==> config.mk <==
export PLATFORM = sky130hd
export DESIGN_NAME = tapp_positioner
export DESIGN_NICKNAME = d
export VERILOG_FILES = /design/src/hdl/tapp_pkg.sv /design/src/hdl/tapp_step_mem.sv /design/src/hdl/tapp_pulse_gen.sv /design/src/hdl/tapp_positioner.sv
export SDC_FILE = /design/constraint.sdc
export NUM_CORES = 2
export LEC_CHECK = 0
export BUFFER_PORTS_ARGS = -buffer_cell sky130_fd_sc_hd__buf_2
export CAP_MARGIN = 20
export CORE_MARGIN = 2
export CORE_UTILIZATION = 42
export DETAILED_ROUTE_END_ITERATION = 6
export GPL_TIMING_DRIVEN = 0
export MAX_ROUTING_LAYER = met4
export PLACE_DENSITY = 0.63
export SLEW_MARGIN = 20
export SYNTH_ARGS = -nofsm -noshare
export SYNTH_HDL_FRONTEND = slang
export SYNTH_SLANG_ARGS = --single-unit
==> constraint.sdc <==
create_clock -name clock -period 11.5 [get_ports clock]
set_clock_uncertainty 0.15 [all_clocks]
set_input_delay 2.3 -clock clock [delete_from_list [all_inputs] [get_ports clock]]
set_output_delay 2.3 -clock clock [all_outputs]
set_load 0.01 [all_outputs]
==> src/hdl/tapp_pkg.sv <==
// constants and types shared by the two-axis pulse positioner
package tapp_pkg;

  localparam int          CLK_HZ       = 25_000_000;
  localparam int          MS_TIME      = 1;
  localparam int          MS_CYC_DEF   = (CLK_HZ / 1000) * MS_TIME;
  localparam int          NUM_CH       = 2;
  localparam logic [4:0]  STEP_FIRST   = 5'h01;
  localparam logic [4:0]  STEP_LAST    = 5'h14;
  localparam logic [4:0]  STEP_AUTO    = 5'h00;
  localparam logic [16:0] SPEED_MIN    = 17'h00005;
  localparam logic [16:0] SPEED_MAX    = 17'h186a0;
  localparam logic [13:0] DWELL_MAX    = 14'h2710;
  localparam logic [16:0] JOG_LO_DEF   = 17'h003e8;
  localparam logic [16:0] JOG_HI_DEF   = 17'h02710;
  localparam logic [16:0] RAMP_DEF     = 17'h003e8;

  localparam logic [7:0]  CTRL_DECEL   = 8'h00;
  localparam logic [7:0]  CTRL_ESTOP   = 8'h01;
  localparam logic [7:0]  CTRL_ERRRST  = 8'h02;

  localparam logic [1:0]  MODE_END     = 2'h0;
  localparam logic [1:0]  MODE_KEEP    = 2'h1;
  localparam logic [1:0]  MODE_CONT    = 2'h2;

  // step table entry layout
  localparam int          F_ADDR       = 0;
  localparam int          F_SPEED      = 32;
  localparam int          F_DWELL      = 49;
  localparam int          F_NEXT       = 63;
  localparam int          F_ABS        = 68;
  localparam int          F_MODE       = 69;
  localparam int          F_REPEAT     = 71;
  localparam int          ENTRY_W      = 72;

  typedef enum logic [2:0] {
    TAPP_IDLE, TAPP_FETCH, TAPP_LOAD, TAPP_MOVE, TAPP_DWELL, TAPP_JOG
  } tapp_state_t;

endpackage : tapp_pkg

==> src/hdl/tapp_step_mem.sv <==
// step table storage for one channel, registered read
`timescale 1ns/1ps
module tapp_step_mem
  import tapp_pkg::*;
#(
  parameter int WIDTH = ENTRY_W,
  parameter int DEPTH = 21
) (
  input  wire logic             clock,
  input  wire logic             wr_en,
  input  wire logic [4:0]       wr_idx,
  input  wire logic [WIDTH-1:0] wr_data,
  input  wire logic [4:0]       rd_idx,
  output logic      [WIDTH-1:0] rd_data
);

  logic [WIDTH-1:0] mem [DEPTH];

  always_ff @(posedge clock) begin
    if (wr_en && (int'(wr_idx) < DEPTH)) begin
      mem[wr_idx] <= wr_data;
    end
    rd_data <= (int'(rd_idx) < DEPTH) ? mem[rd_idx] : '0;
  end

endmodule : tapp_step_mem

==> src/hdl/tapp_pulse_gen.sv <==
// phase accumulator that turns a pps rate into one-cycle pulse ticks
`timescale 1ns/1ps
module tapp_pulse_gen
  import tapp_pkg::*;
#(
  parameter int HZ = CLK_HZ
) (
  input  wire logic        clock,
  input  wire logic        rstn,
  input  wire logic        run,
  input  wire logic [16:0] speed,
  output logic             tick
);

  localparam logic [25:0] HZ_W = 26'(HZ);

  logic [25:0] acc_r;
  logic [25:0] acc_nxt;
  logic        tick_nxt;
  logic [25:0] sum;

  always_comb begin
    sum      = acc_r + {9'h000, speed};
    acc_nxt  = sum;
    tick_nxt = 1'b0;
    if (!run) begin
      acc_nxt = '0;
    end else if (sum >= HZ_W) begin
      acc_nxt  = sum - HZ_W;
      tick_nxt = 1'b1;
    end
  end

  always_ff @(posedge clock or negedge rstn) begin
    if (!rstn) begin
      acc_r <= '0;
      tick  <= 1'b0;
    end else begin
      acc_r <= acc_nxt;
      tick  <= tick_nxt;
    end
  end

endmodule : tapp_pulse_gen

==> src/hdl/tapp_positioner.sv <==
// two-channel pulse-train positioner: step sequencer, jog and control
`timescale 1ns/1ps
//
// Behaviour
// - next step zero advances to following step
// - absolute move direction from start versus goal
// - absolute positions referenced to preset origin
// - incremental move direction from amount sign
// - step mode end, keep or continuous
// - single or repeat method per step
// - signed 32-bit positioning address in pulses
// - step speed 5 to 100000 pps
// - run-time table updates are honoured
// - dwell in ms before next step
// - indirect start on rising condition edge
// - jog runs while condition high
// - jog speed change live, direction ignored
// - bad channel raises error, no execution
// - control codes decel, emergency, error reset
// - emergency immediate, decel stop ramps down
// - error reset clears error and prohibition
// - limit or estop while busy stops and prohibits start (jog still allowed)
// - step numbers 1 to 20
module tapp_positioner
  import tapp_pkg::*;
#(
  parameter int          MS_CYCLES = MS_CYC_DEF,
  parameter logic [16:0] JOG_LO    = JOG_LO_DEF,
  parameter logic [16:0] JOG_HI    = JOG_HI_DEF,
  parameter logic [16:0] RAMP_PPS  = RAMP_DEF
) (
  input  wire logic                   clock,
  input  wire logic                   rstn,
  input  wire logic                   tbl_wr_en,
  input  wire logic [7:0]             tbl_wr_ch,
  input  wire logic [4:0]             tbl_wr_step,
  input  wire logic [31:0]            tbl_wr_addr,
  input  wire logic [16:0]            tbl_wr_speed,
  input  wire logic [13:0]            tbl_wr_dwell,
  input  wire logic [4:0]             tbl_wr_next,
  input  wire logic                   tbl_wr_abs,
  input  wire logic [1:0]             tbl_wr_mode,
  input  wire logic                   tbl_wr_repeat,
  input  wire logic                   start_cond,
  input  wire logic [7:0]             start_ch,
  input  wire logic [7:0]             start_step,
  input  wire logic                   jog_cond,
  input  wire logic [7:0]             jog_ch,
  input  wire logic                   first_numeric_operand,
  input  wire logic                   second_numeric_operand,
  input  wire logic                   ctrl_cond,
  input  wire logic [7:0]             ctrl_ch,
  input  wire logic [7:0]             ctrl_code,
  input  wire logic                   preset_cond,
  input  wire logic [7:0]             preset_ch,
  input  wire logic [31:0]            preset_value_operand,
  input  wire logic [NUM_CH-1:0]      limit_lo_pin,
  input  wire logic [NUM_CH-1:0]      limit_hi_pin,
  input  wire logic [NUM_CH-1:0]      estop_pin,
  output logic      [NUM_CH-1:0]      pulse_out,
  output logic      [NUM_CH-1:0]      dir_rev_out,
  output logic      [NUM_CH-1:0]      busy,
  output logic      [NUM_CH-1:0]      error_latched,
  output logic      [NUM_CH-1:0]      output_prohibit,
  output logic      [NUM_CH-1:0][4:0] step_now,
  output logic      [NUM_CH-1:0][31:0] cur_pos,
  output logic                        instruction_error_flag
);

  localparam logic [14:0] MS_LAST = 15'(MS_CYCLES - 1);

  // command edges and operand checks
  logic start_d_r, jog_d_r, ctrl_d_r, preset_d_r;
  logic start_rise, jog_rise, ctrl_rise, preset_rise;
  logic start_bad, jog_bad, ctrl_bad, preset_bad;
  logic ierr_nxt, ierr_r;

  assign start_rise  = start_cond && !start_d_r;
  assign jog_rise    = jog_cond && !jog_d_r;
  assign ctrl_rise   = ctrl_cond && !ctrl_d_r;
  assign preset_rise = preset_cond && !preset_d_r;
  assign start_bad   = (start_ch >= 8'(NUM_CH)) ||
                       (start_step < {3'h0, STEP_FIRST}) ||
                       (start_step > {3'h0, STEP_LAST});
  assign jog_bad     = jog_ch >= 8'(NUM_CH);
  assign ctrl_bad    = (ctrl_ch >= 8'(NUM_CH)) ||
                       (ctrl_code > CTRL_ERRRST);
  assign preset_bad  = preset_ch >= 8'(NUM_CH);

  always_comb begin
    ierr_nxt = (start_rise && start_bad) || (jog_rise && jog_bad) ||
               (ctrl_rise && ctrl_bad) || (preset_rise && preset_bad);
  end

  always_ff @(posedge clock or negedge rstn) begin
    if (!rstn) begin
      start_d_r  <= 1'b0;
      jog_d_r    <= 1'b0;
      ctrl_d_r   <= 1'b0;
      preset_d_r <= 1'b0;
      ierr_r     <= 1'b0;
    end else begin
      start_d_r  <= start_cond;
      jog_d_r    <= jog_cond;
      ctrl_d_r   <= ctrl_cond;
      preset_d_r <= preset_cond;
      ierr_r     <= ierr_nxt;
    end
  end

  assign instruction_error_flag = ierr_r;

  // pin synchronisers: value taken once stages two and three agree
  localparam int PW = 3 * NUM_CH;
  logic [PW-1:0] pin_s1_r, pin_s2_r, pin_s3_r, pin_f_r, pin_fd_r;
  logic [PW-1:0] pin_f_nxt, pin_rise;

  always_comb begin
    pin_f_nxt = pin_f_r;
    if (pin_s2_r == pin_s3_r) begin
      pin_f_nxt = pin_s3_r;
    end
  end

  always_ff @(posedge clock or negedge rstn) begin
    if (!rstn) begin
      pin_s1_r <= '0;
      pin_s2_r <= '0;
      pin_s3_r <= '0;
      pin_f_r  <= '0;
      pin_fd_r <= '0;
    end else begin
      pin_s1_r <= {estop_pin, limit_hi_pin, limit_lo_pin};
      pin_s2_r <= pin_s1_r;
      pin_s3_r <= pin_s2_r;
      pin_f_r  <= pin_f_nxt;
      pin_fd_r <= pin_f_r;
    end
  end

  assign pin_rise = pin_f_r & ~pin_fd_r;

  genvar c;
  generate
    for (c = 0; c < NUM_CH; c++) begin : g_ch
      tapp_state_t        state_r, state_nxt;
      logic [4:0]         step_r, step_nxt, nstep;
      logic signed [31:0] pos_r, pos_nxt;
      logic [32:0]        remain_r, remain_nxt, delta;
      logic               dir_r, dir_nxt;
      logic [16:0]        speed_r, speed_nxt;
      logic               stop_r, stop_nxt;
      logic [13:0]        dwell_r, dwell_nxt;
      logic [14:0]        cyc_r, cyc_nxt;
      logic               err_r, err_nxt, proh_r, proh_nxt;
      logic [ENTRY_W-1:0] ent;
      logic               tick, moving, trip;
      logic               st_hit, jog_hit, ctl_hit, pre_hit;
      logic               wr_hit;

      assign wr_hit  = tbl_wr_en && (tbl_wr_ch == 8'(c));
      assign st_hit  = start_rise && !start_bad && (start_ch == 8'(c));
      assign jog_hit = jog_rise && !jog_bad && (jog_ch == 8'(c));
      assign ctl_hit = ctrl_rise && !ctrl_bad && (ctrl_ch == 8'(c));
      assign pre_hit = preset_rise && !preset_bad && (preset_ch == 8'(c));
      assign moving  = (state_r == TAPP_MOVE) || (state_r == TAPP_JOG);
      assign trip    = pin_rise[c] || pin_rise[NUM_CH + c] ||
                       pin_rise[2*NUM_CH + c];

      tapp_step_mem #(.WIDTH(ENTRY_W), .DEPTH(21)) u_mem (
        .clock   (clock),
        .wr_en   (wr_hit),
        .wr_idx  (tbl_wr_step),
        .wr_data ({tbl_wr_repeat, tbl_wr_mode, tbl_wr_abs, tbl_wr_next,
                   tbl_wr_dwell, tbl_wr_speed, tbl_wr_addr}),
        .rd_idx  (step_r),
        .rd_data (ent)
      );

      tapp_pulse_gen #(.HZ(CLK_HZ)) u_pgen (
        .clock (clock),
        .rstn  (rstn),
        .run   (moving),
        .speed (speed_r),
        .tick  (tick)
      );

      always_comb begin
        state_nxt  = state_r;
        step_nxt   = step_r;
        pos_nxt    = pos_r;
        remain_nxt = remain_r;
        dir_nxt    = dir_r;
        speed_nxt  = speed_r;
        stop_nxt   = stop_r;
        dwell_nxt  = dwell_r;
        cyc_nxt    = cyc_r;
        err_nxt    = err_r;
        proh_nxt   = proh_r;
        nstep = (ent[F_NEXT +: 5] == STEP_AUTO) ? step_r + 5'h01
                                                : ent[F_NEXT +: 5];
        if (ent[F_ABS]) begin
          delta = {ent[F_ADDR+31], ent[F_ADDR +: 32]} -
                  {pos_r[31], pos_r};
        end else begin
          delta = {ent[F_ADDR+31], ent[F_ADDR +: 32]};
        end
        if (moving && tick) begin
          pos_nxt = dir_r ? pos_r - 32'sd1 : pos_r + 32'sd1;
        end
        if (pre_hit && !moving) begin
          pos_nxt = preset_value_operand;
        end
        // decelerating stop: drop speed once per ms, halt at the floor
        if (stop_r && moving) begin
          cyc_nxt = (cyc_r == MS_LAST) ? '0 : cyc_r + 15'h0001;
          if (cyc_r == MS_LAST) begin
            if (speed_r > SPEED_MIN + RAMP_PPS) begin
              speed_nxt = speed_r - RAMP_PPS;
            end else begin
              state_nxt = TAPP_IDLE;
            end
          end
        end
        // error reset first, so a fault in the same cycle still latches
        if (ctl_hit && ctrl_code == CTRL_ERRRST) begin
          err_nxt  = 1'b0;
          proh_nxt = 1'b0;
        end
        case (state_r)
          TAPP_IDLE: begin
            stop_nxt = 1'b0;
            if (st_hit && !proh_r) begin
              step_nxt  = start_step[4:0];
              state_nxt = TAPP_FETCH;
            end else if (jog_hit) begin
              dir_nxt   = first_numeric_operand;
              speed_nxt = second_numeric_operand ? JOG_HI : JOG_LO;
              cyc_nxt   = '0;
              state_nxt = TAPP_JOG;
            end
          end
          TAPP_FETCH: begin
            state_nxt = TAPP_LOAD;
          end
          TAPP_LOAD: begin
            speed_nxt = ent[F_SPEED +: 17];
            dir_nxt   = delta[32];
            remain_nxt = delta[32] ? 33'h0 - delta : delta;
            cyc_nxt   = '0;
            if (ent[F_SPEED +: 17] < SPEED_MIN ||
                ent[F_SPEED +: 17] > SPEED_MAX) begin
              err_nxt   = 1'b1;
              state_nxt = TAPP_IDLE;
            end else if (remain_nxt == 33'h0) begin
              dwell_nxt = ent[F_DWELL +: 14];
              state_nxt = TAPP_DWELL;
            end else begin
              state_nxt = TAPP_MOVE;
            end
          end
          TAPP_MOVE: begin
            if (!stop_r) begin
              speed_nxt = ent[F_SPEED +: 17];
            end
            if (tick) begin
              remain_nxt = remain_r - 33'h1;
              if (remain_r == 33'h1) begin
                dwell_nxt = (ent[F_DWELL +: 14] > DWELL_MAX) ?
                            DWELL_MAX : ent[F_DWELL +: 14];
                cyc_nxt   = '0;
                state_nxt = stop_r ? TAPP_IDLE : TAPP_DWELL;
              end
            end
          end
          TAPP_DWELL: begin
            if (stop_r) begin
              state_nxt = TAPP_IDLE;
            end else if (dwell_r != 14'h0) begin
              cyc_nxt = (cyc_r == MS_LAST) ? '0 : cyc_r + 15'h0001;
              if (cyc_r == MS_LAST) begin
                dwell_nxt = dwell_r - 14'h0001;
              end
            end else if (ent[F_MODE +: 2] == MODE_END) begin
              state_nxt = TAPP_IDLE;
            end else if (nstep > STEP_LAST || nstep == STEP_AUTO) begin
              if (ent[F_REPEAT]) begin
                step_nxt  = STEP_FIRST;
                state_nxt = TAPP_FETCH;
              end else begin
                state_nxt = TAPP_IDLE;
              end
            end else begin
              step_nxt  = nstep;
              state_nxt = TAPP_FETCH;
            end
          end
          TAPP_JOG: begin
            if (!stop_r) begin
              speed_nxt = second_numeric_operand ? JOG_HI : JOG_LO;
            end
            if (!jog_cond) begin
              state_nxt = TAPP_IDLE;
            end
          end
          default: begin
            state_nxt = TAPP_IDLE;
          end
        endcase
        if (ctl_hit) begin
          if (ctrl_code == CTRL_DECEL && state_r != TAPP_IDLE) begin
            stop_nxt = 1'b1;
            cyc_nxt  = '0;
          end else if (ctrl_code == CTRL_ESTOP) begin
            state_nxt = TAPP_IDLE;
          end
        end
        // detection after the reset so that a same-cycle event wins
        if (trip && state_r != TAPP_IDLE) begin
          state_nxt = TAPP_IDLE;
          err_nxt   = 1'b1;
          proh_nxt  = 1'b1;
        end
      end

      always_ff @(posedge clock or negedge rstn) begin
        if (!rstn) begin
          state_r  <= TAPP_IDLE;
          step_r   <= STEP_FIRST;
          pos_r    <= '0;
          remain_r <= '0;
          dir_r    <= 1'b0;
          speed_r  <= '0;
          stop_r   <= 1'b0;
          dwell_r  <= '0;
          cyc_r    <= '0;
          err_r    <= 1'b0;
          proh_r   <= 1'b0;
        end else begin
          state_r  <= state_nxt;
          step_r   <= step_nxt;
          pos_r    <= pos_nxt;
          remain_r <= remain_nxt;
          dir_r    <= dir_nxt;
          speed_r  <= speed_nxt;
          stop_r   <= stop_nxt;
          dwell_r  <= dwell_nxt;
          cyc_r    <= cyc_nxt;
          err_r    <= err_nxt;
          proh_r   <= proh_nxt;
        end
      end

      // a running channel ignores new start and jog requests (IDLE only)
      assign pulse_out[c]       = tick;
      assign dir_rev_out[c]     = dir_r;
      assign busy[c]            = state_r != TAPP_IDLE;
      assign error_latched[c]   = err_r;
      assign output_prohibit[c] = proh_r;
      assign step_now[c]        = step_r;
      assign cur_pos[c]         = pos_r;
    end
  endgenerate

endmodule : tapp_positioner

==> flow_summary_export.csv <==
group,metric,value,unit
run_status,status,"complete, no violations",
clock_network,cts_tree,"yes",
synthesis,synthCells,9605,
grt,grt_pass1_wl,658,mm
die,rows,219,
detailed_routing,drtPass1Iterations,6,
critical_path,cp.arrival,8600,ps
power,power-per-cell-area,175,nW/µm²
critical_path,path_class,"reg2reg",
placed_design,place.gp.congestion,0.931,
synthesis,yosys_warnings,0,
detailed_routing,avgRoutedWirePerCell,29.7,µm
critical_path,reg2reg_to,"g_ch[1].dwell_r[10]",
die,core_region_area,355000,µm²
synthesis,async_reset_ff_share,9.56,%
power,leakage,0.0586,µW
synthesis,synth.avg_cell_area,15.6,µm²
clock_network,cts_hold_buf,0,
final_layout,drive_gt1_share,16.9,%
detailed_routing,antenna_left,0,
clock_network,cts_made_buffers,360,
placed_design,dpl.hpwl,327,mm
synthesis,synth_fa_ha_area_share,1.57,%
critical_path,r2r_start,"g_ch[1].u_mem.rd_data[68]",
critical_path,startpoint_type,"flop",
placed_design,place_ws,3700,ps
die,io_pins,265,
power,pwr-share-clk,39.3,%
critical_path,reg2reg_slack,3480,ps
grt,grt_antenna_before_repair,72,
clock_network,htree_levels,5,
sta,fin_crit_sh,69.7,%
power,p_comb_share,13.1,%
power,seq_power_share,47.6,%
worst_hold_path,hold_class,"reg2reg",
sta,fin_ws,3480,ps
sta,drv_slew,0,
power,peakVddDrop,0.000129,V
grt,overflow,0,
power,swShare,26.3,%
sta,grt_setup_unrepaired,"no",
clock_network,cts_resized,0,
job,maxCapViolCount,0,
final_layout,synthToLayoutAreaGrowth,16.1,%
clock_network,postCtsSetupBuffers,0,
detailed_routing,wl,460,mm
detailed_routing,maxUsedRoutingLayer,"met4",
clock_network,numClockSinks,3503,
synthesis,synth_xor_xnor_area_share,1.35,%
detailed_routing,met1_length,190,mm
synthesis,synth_ff_type,"edfxtp_1",
synthesis,yosysSeqAreaShare,68.3,%
sta,timing.fmax,0.125,GHz
sta,worst_pin_slew,1260,ps
placed_design,io_buffers,264,
clock_network,cts_max_path_buffers,4,
worst_hold_path,min_from,"pin_s1_r[4]",
synthesis,synth_seq_cells,3503,
synthesis,synth.distinct_cells,114,
die,die_area,361000,µm²
critical_path,required,12080,ps
critical_path,rr_worst_depth,20,
synthesis,syn_nets,9969,
detailed_routing,drc_errors,0,
detailed_routing,wl_met3,39.6,mm
synthesis,synth-edff-count,3024,
worst_hold_path,holdPathEnd,"pin_s2_r[4]",
grt,grt.total_usage,25.6,%
grt,grt_pass1_vias,92400,
final_layout,fin_area,174000,µm²
final_layout,nNetsFinal,10800,
detailed_routing,first_iter_violations,12100,
placed_design,placed_area,161000,µm²
power,power.internal,22400,µW
sta,hold_viol,0,
sta,final-setup-viol-count,0,
sta,period_minus_slack,8020,ps
critical_path,end_kind,"flop",
critical_path,cp_max_fo,10,
synthesis,synth_top_family_by_area,"multiplexers",
clock_network,cts-root-buf,"clkbuf_16",
worst_hold_path,hold_depth,0,
die,fp.dieH,601,µm
die,start_util,42.1,%
clock_network,clk_pin_slew,60,ps
detailed_routing,viasPerCell,6.08,
synthesis,synth-compound-area-share,10.2,%
clock_network,clk-insertion-delay-late,960,ps
synthesis,yosys-mux-area-fraction,11.7,%
die,fp.dieW,601,µm
synthesis,synthesis.area,150000,µm²
synthesis,synthSimpleGateAreaFrac,5.17,%
power,p_switching,7970,µW
sta,relSlewSlack,16.0,%
detailed_routing,dr_wl_met2,216,mm
grt,grt_max_degree,97,
detailed_routing,via_count,94300,
sta,hold_slack,190,ps
==> critical path: stages (launching register included) <==
cell and delay [ps]:
dfxtp_1 310, buf_4 170, clkbuf_1 470, clkbuf_1 500
clkbuf_1 550, buf_1 510, buf_1 530, nand2_1 90
o21ai_0 320, ha_1 370, nand2_1 100, or4_1 650
nor3b_2 300, nand4_1 330, nor3_1 390, mux2_2 370
o32a_1 300, nor4_2 390, nand3_2 310, o31ai_1 510
a41oi_1 180
==> through the flow <==
step,util [%],instances,total power (µW),TNS [ps]
2_1_floorplan,-,9605,17200,0
5_1_grt,48.9,15500,31400,0
3_3_place_gp,44.1,14600,18500,-90.9
4_1_cts,48.8,15500,30400,0
3_5_place_dp,45.4,14800,18600,0
6_report,48.9,15500,30300,0
==> sequential cells by signal, summed over array words and instances, names as in the netlist, 10 cells and up <==
signal and cells:
g_ch.u_mem.mem 3024, g_ch.u_mem.rd_data 144, g_ch.remain_r 66, g_ch.u_pgen.acc_r 52, g_ch.cyc_r 30, g_ch.pos_r 64
g_ch.dwell_r 28, g_ch.step_r 10, g_ch.speed_r 34
==> layer usage <==
| layer | vias to the layer above | GRT usage (%) |
|---|---|---|
| met5 | - | - |
| met1 | 48800 | 34.9 |
| met3 | 705 | 4.14 |
| met2 | 4489 | 39.9 |
| li1 | 40300 | - |
| met4 | 0 | 7.02 |
==> cell usage in the layout (no fill, tap or decap), types with 61 or more instances in the layout <==
cell type  count
a21boi_0     151
a21o_1        82
a21oi_1      500
a22oi_1       62
a31oi_1       66
and3_1        62
buf_1         96
buf_12       100
buf_16        70
buf_2        282
clkbuf_1     398
clkbuf_16    364
clkinv_2      81
dfrtp_1      332
dfxtp_1      144
edfxtp_1    3024
ha_1         178
inv_1        185
mux2_2       157
mux2i_1      597
mux4_2       432
nand2_1      294
nand3_1      116
nor2_1       420
nor2b_1       61
nor3_1       135
o21ai_0      486
o221ai_1     150
o22ai_1      166
o32ai_1      129
xnor2_1      144
xor2_1        87
==> final cells by class <==
type,instances,area [µm²]
fill,29700,181000
clock inverter,217,2350
sequential,3503,102000
multi-input combinational,5419,45400
antenna,43,108
clock buffer,449,9730
inverter,186,698
tap,4751,5940
timing repair buffer,451,5400
buffer,497,1970
==> synth_stat cells, drive strengths merged (25+ instances only) <==
library cell	instances	share of area (%)
buf	127	0.36
and2	36	0.15
a21o	82	0.41
a21boi	152	0.76
nand2	295	0.74
mux2	157	1.2
dfrtp	333	5.6
o21bai	31	0.16
nor3	137	0.46
a22oi	62	0.31
or3	48	0.20
o211ai	40	0.20
xor2	87	0.51
o221ai	150	0.88
o21a	42	0.21
a31oi	69	0.31
nor4	72	0.34
nand4	51	0.21
a21oi	502	1.7
mux4	432	6.5
dfxtp	144	1.9
nand2b	58	0.24
a22o	25	0.15
mux2i	597	4.0
edfxtp	3024	61
inv	185	0.46
a211oi	29	0.15
o21ai	502	1.7
o22ai	166	0.69
nor2b	62	0.26
clkbuf	370	0.93
nor2	464	1.2
and3	63	0.26
o32ai	146	0.86
o31ai	45	0.24
nor3b	26	0.13
ha	178	1.5
nand3	118	0.41
xnor2	144	0.84
==> power by group through the flow <==
stage	registers, µW	clock network (µW)	logic (µW)
CTS	14400	12100	3920
floorplan	14600	0	2580
detailed placement	14700	0	3900
finish	14400	11900	3970
global route	14500	12600	4350
global placement	14700	0	3730
==> cell families (layout without fill, tap and decap cells) <==
family | Yosys count | in the layout
flip-flops | 3503 | 3503
AO/OA/AOI/OAI | 2278 | 2278
AND/OR/NAND/NOR | 1540 | 1540
multiplexers | 1186 | 1186
buffers and inverters | 683 | 1800
XOR/XNOR | 231 | 231
adder cells (fa/ha/maj) | 184 | 184
other | 0 | 43
==> worst max-delay path by stage <==
stage                                   start                       end  slack (ps)  depth (start not counted)
CTS                 g_ch[1].u_mem.rd_data[68]        g_ch[1].dwell_r[4]        3660                         20
global route        g_ch[1].u_mem.rd_data[68]       g_ch[1].dwell_r[10]        3200                         20
finish              g_ch[1].u_mem.rd_data[68]       g_ch[1].dwell_r[10]        3480                         20
global placement               tbl_wr_step[1]  g_ch[1].u_mem.mem[3][27]          -9                          8
floorplan                      tbl_wr_step[1]  g_ch[0].u_mem.mem[15][0]        4700                          7
detailed placement  g_ch[1].u_mem.rd_data[68]        g_ch[1].dwell_r[4]        3700                         20
(Power assumes the default switching activity.)
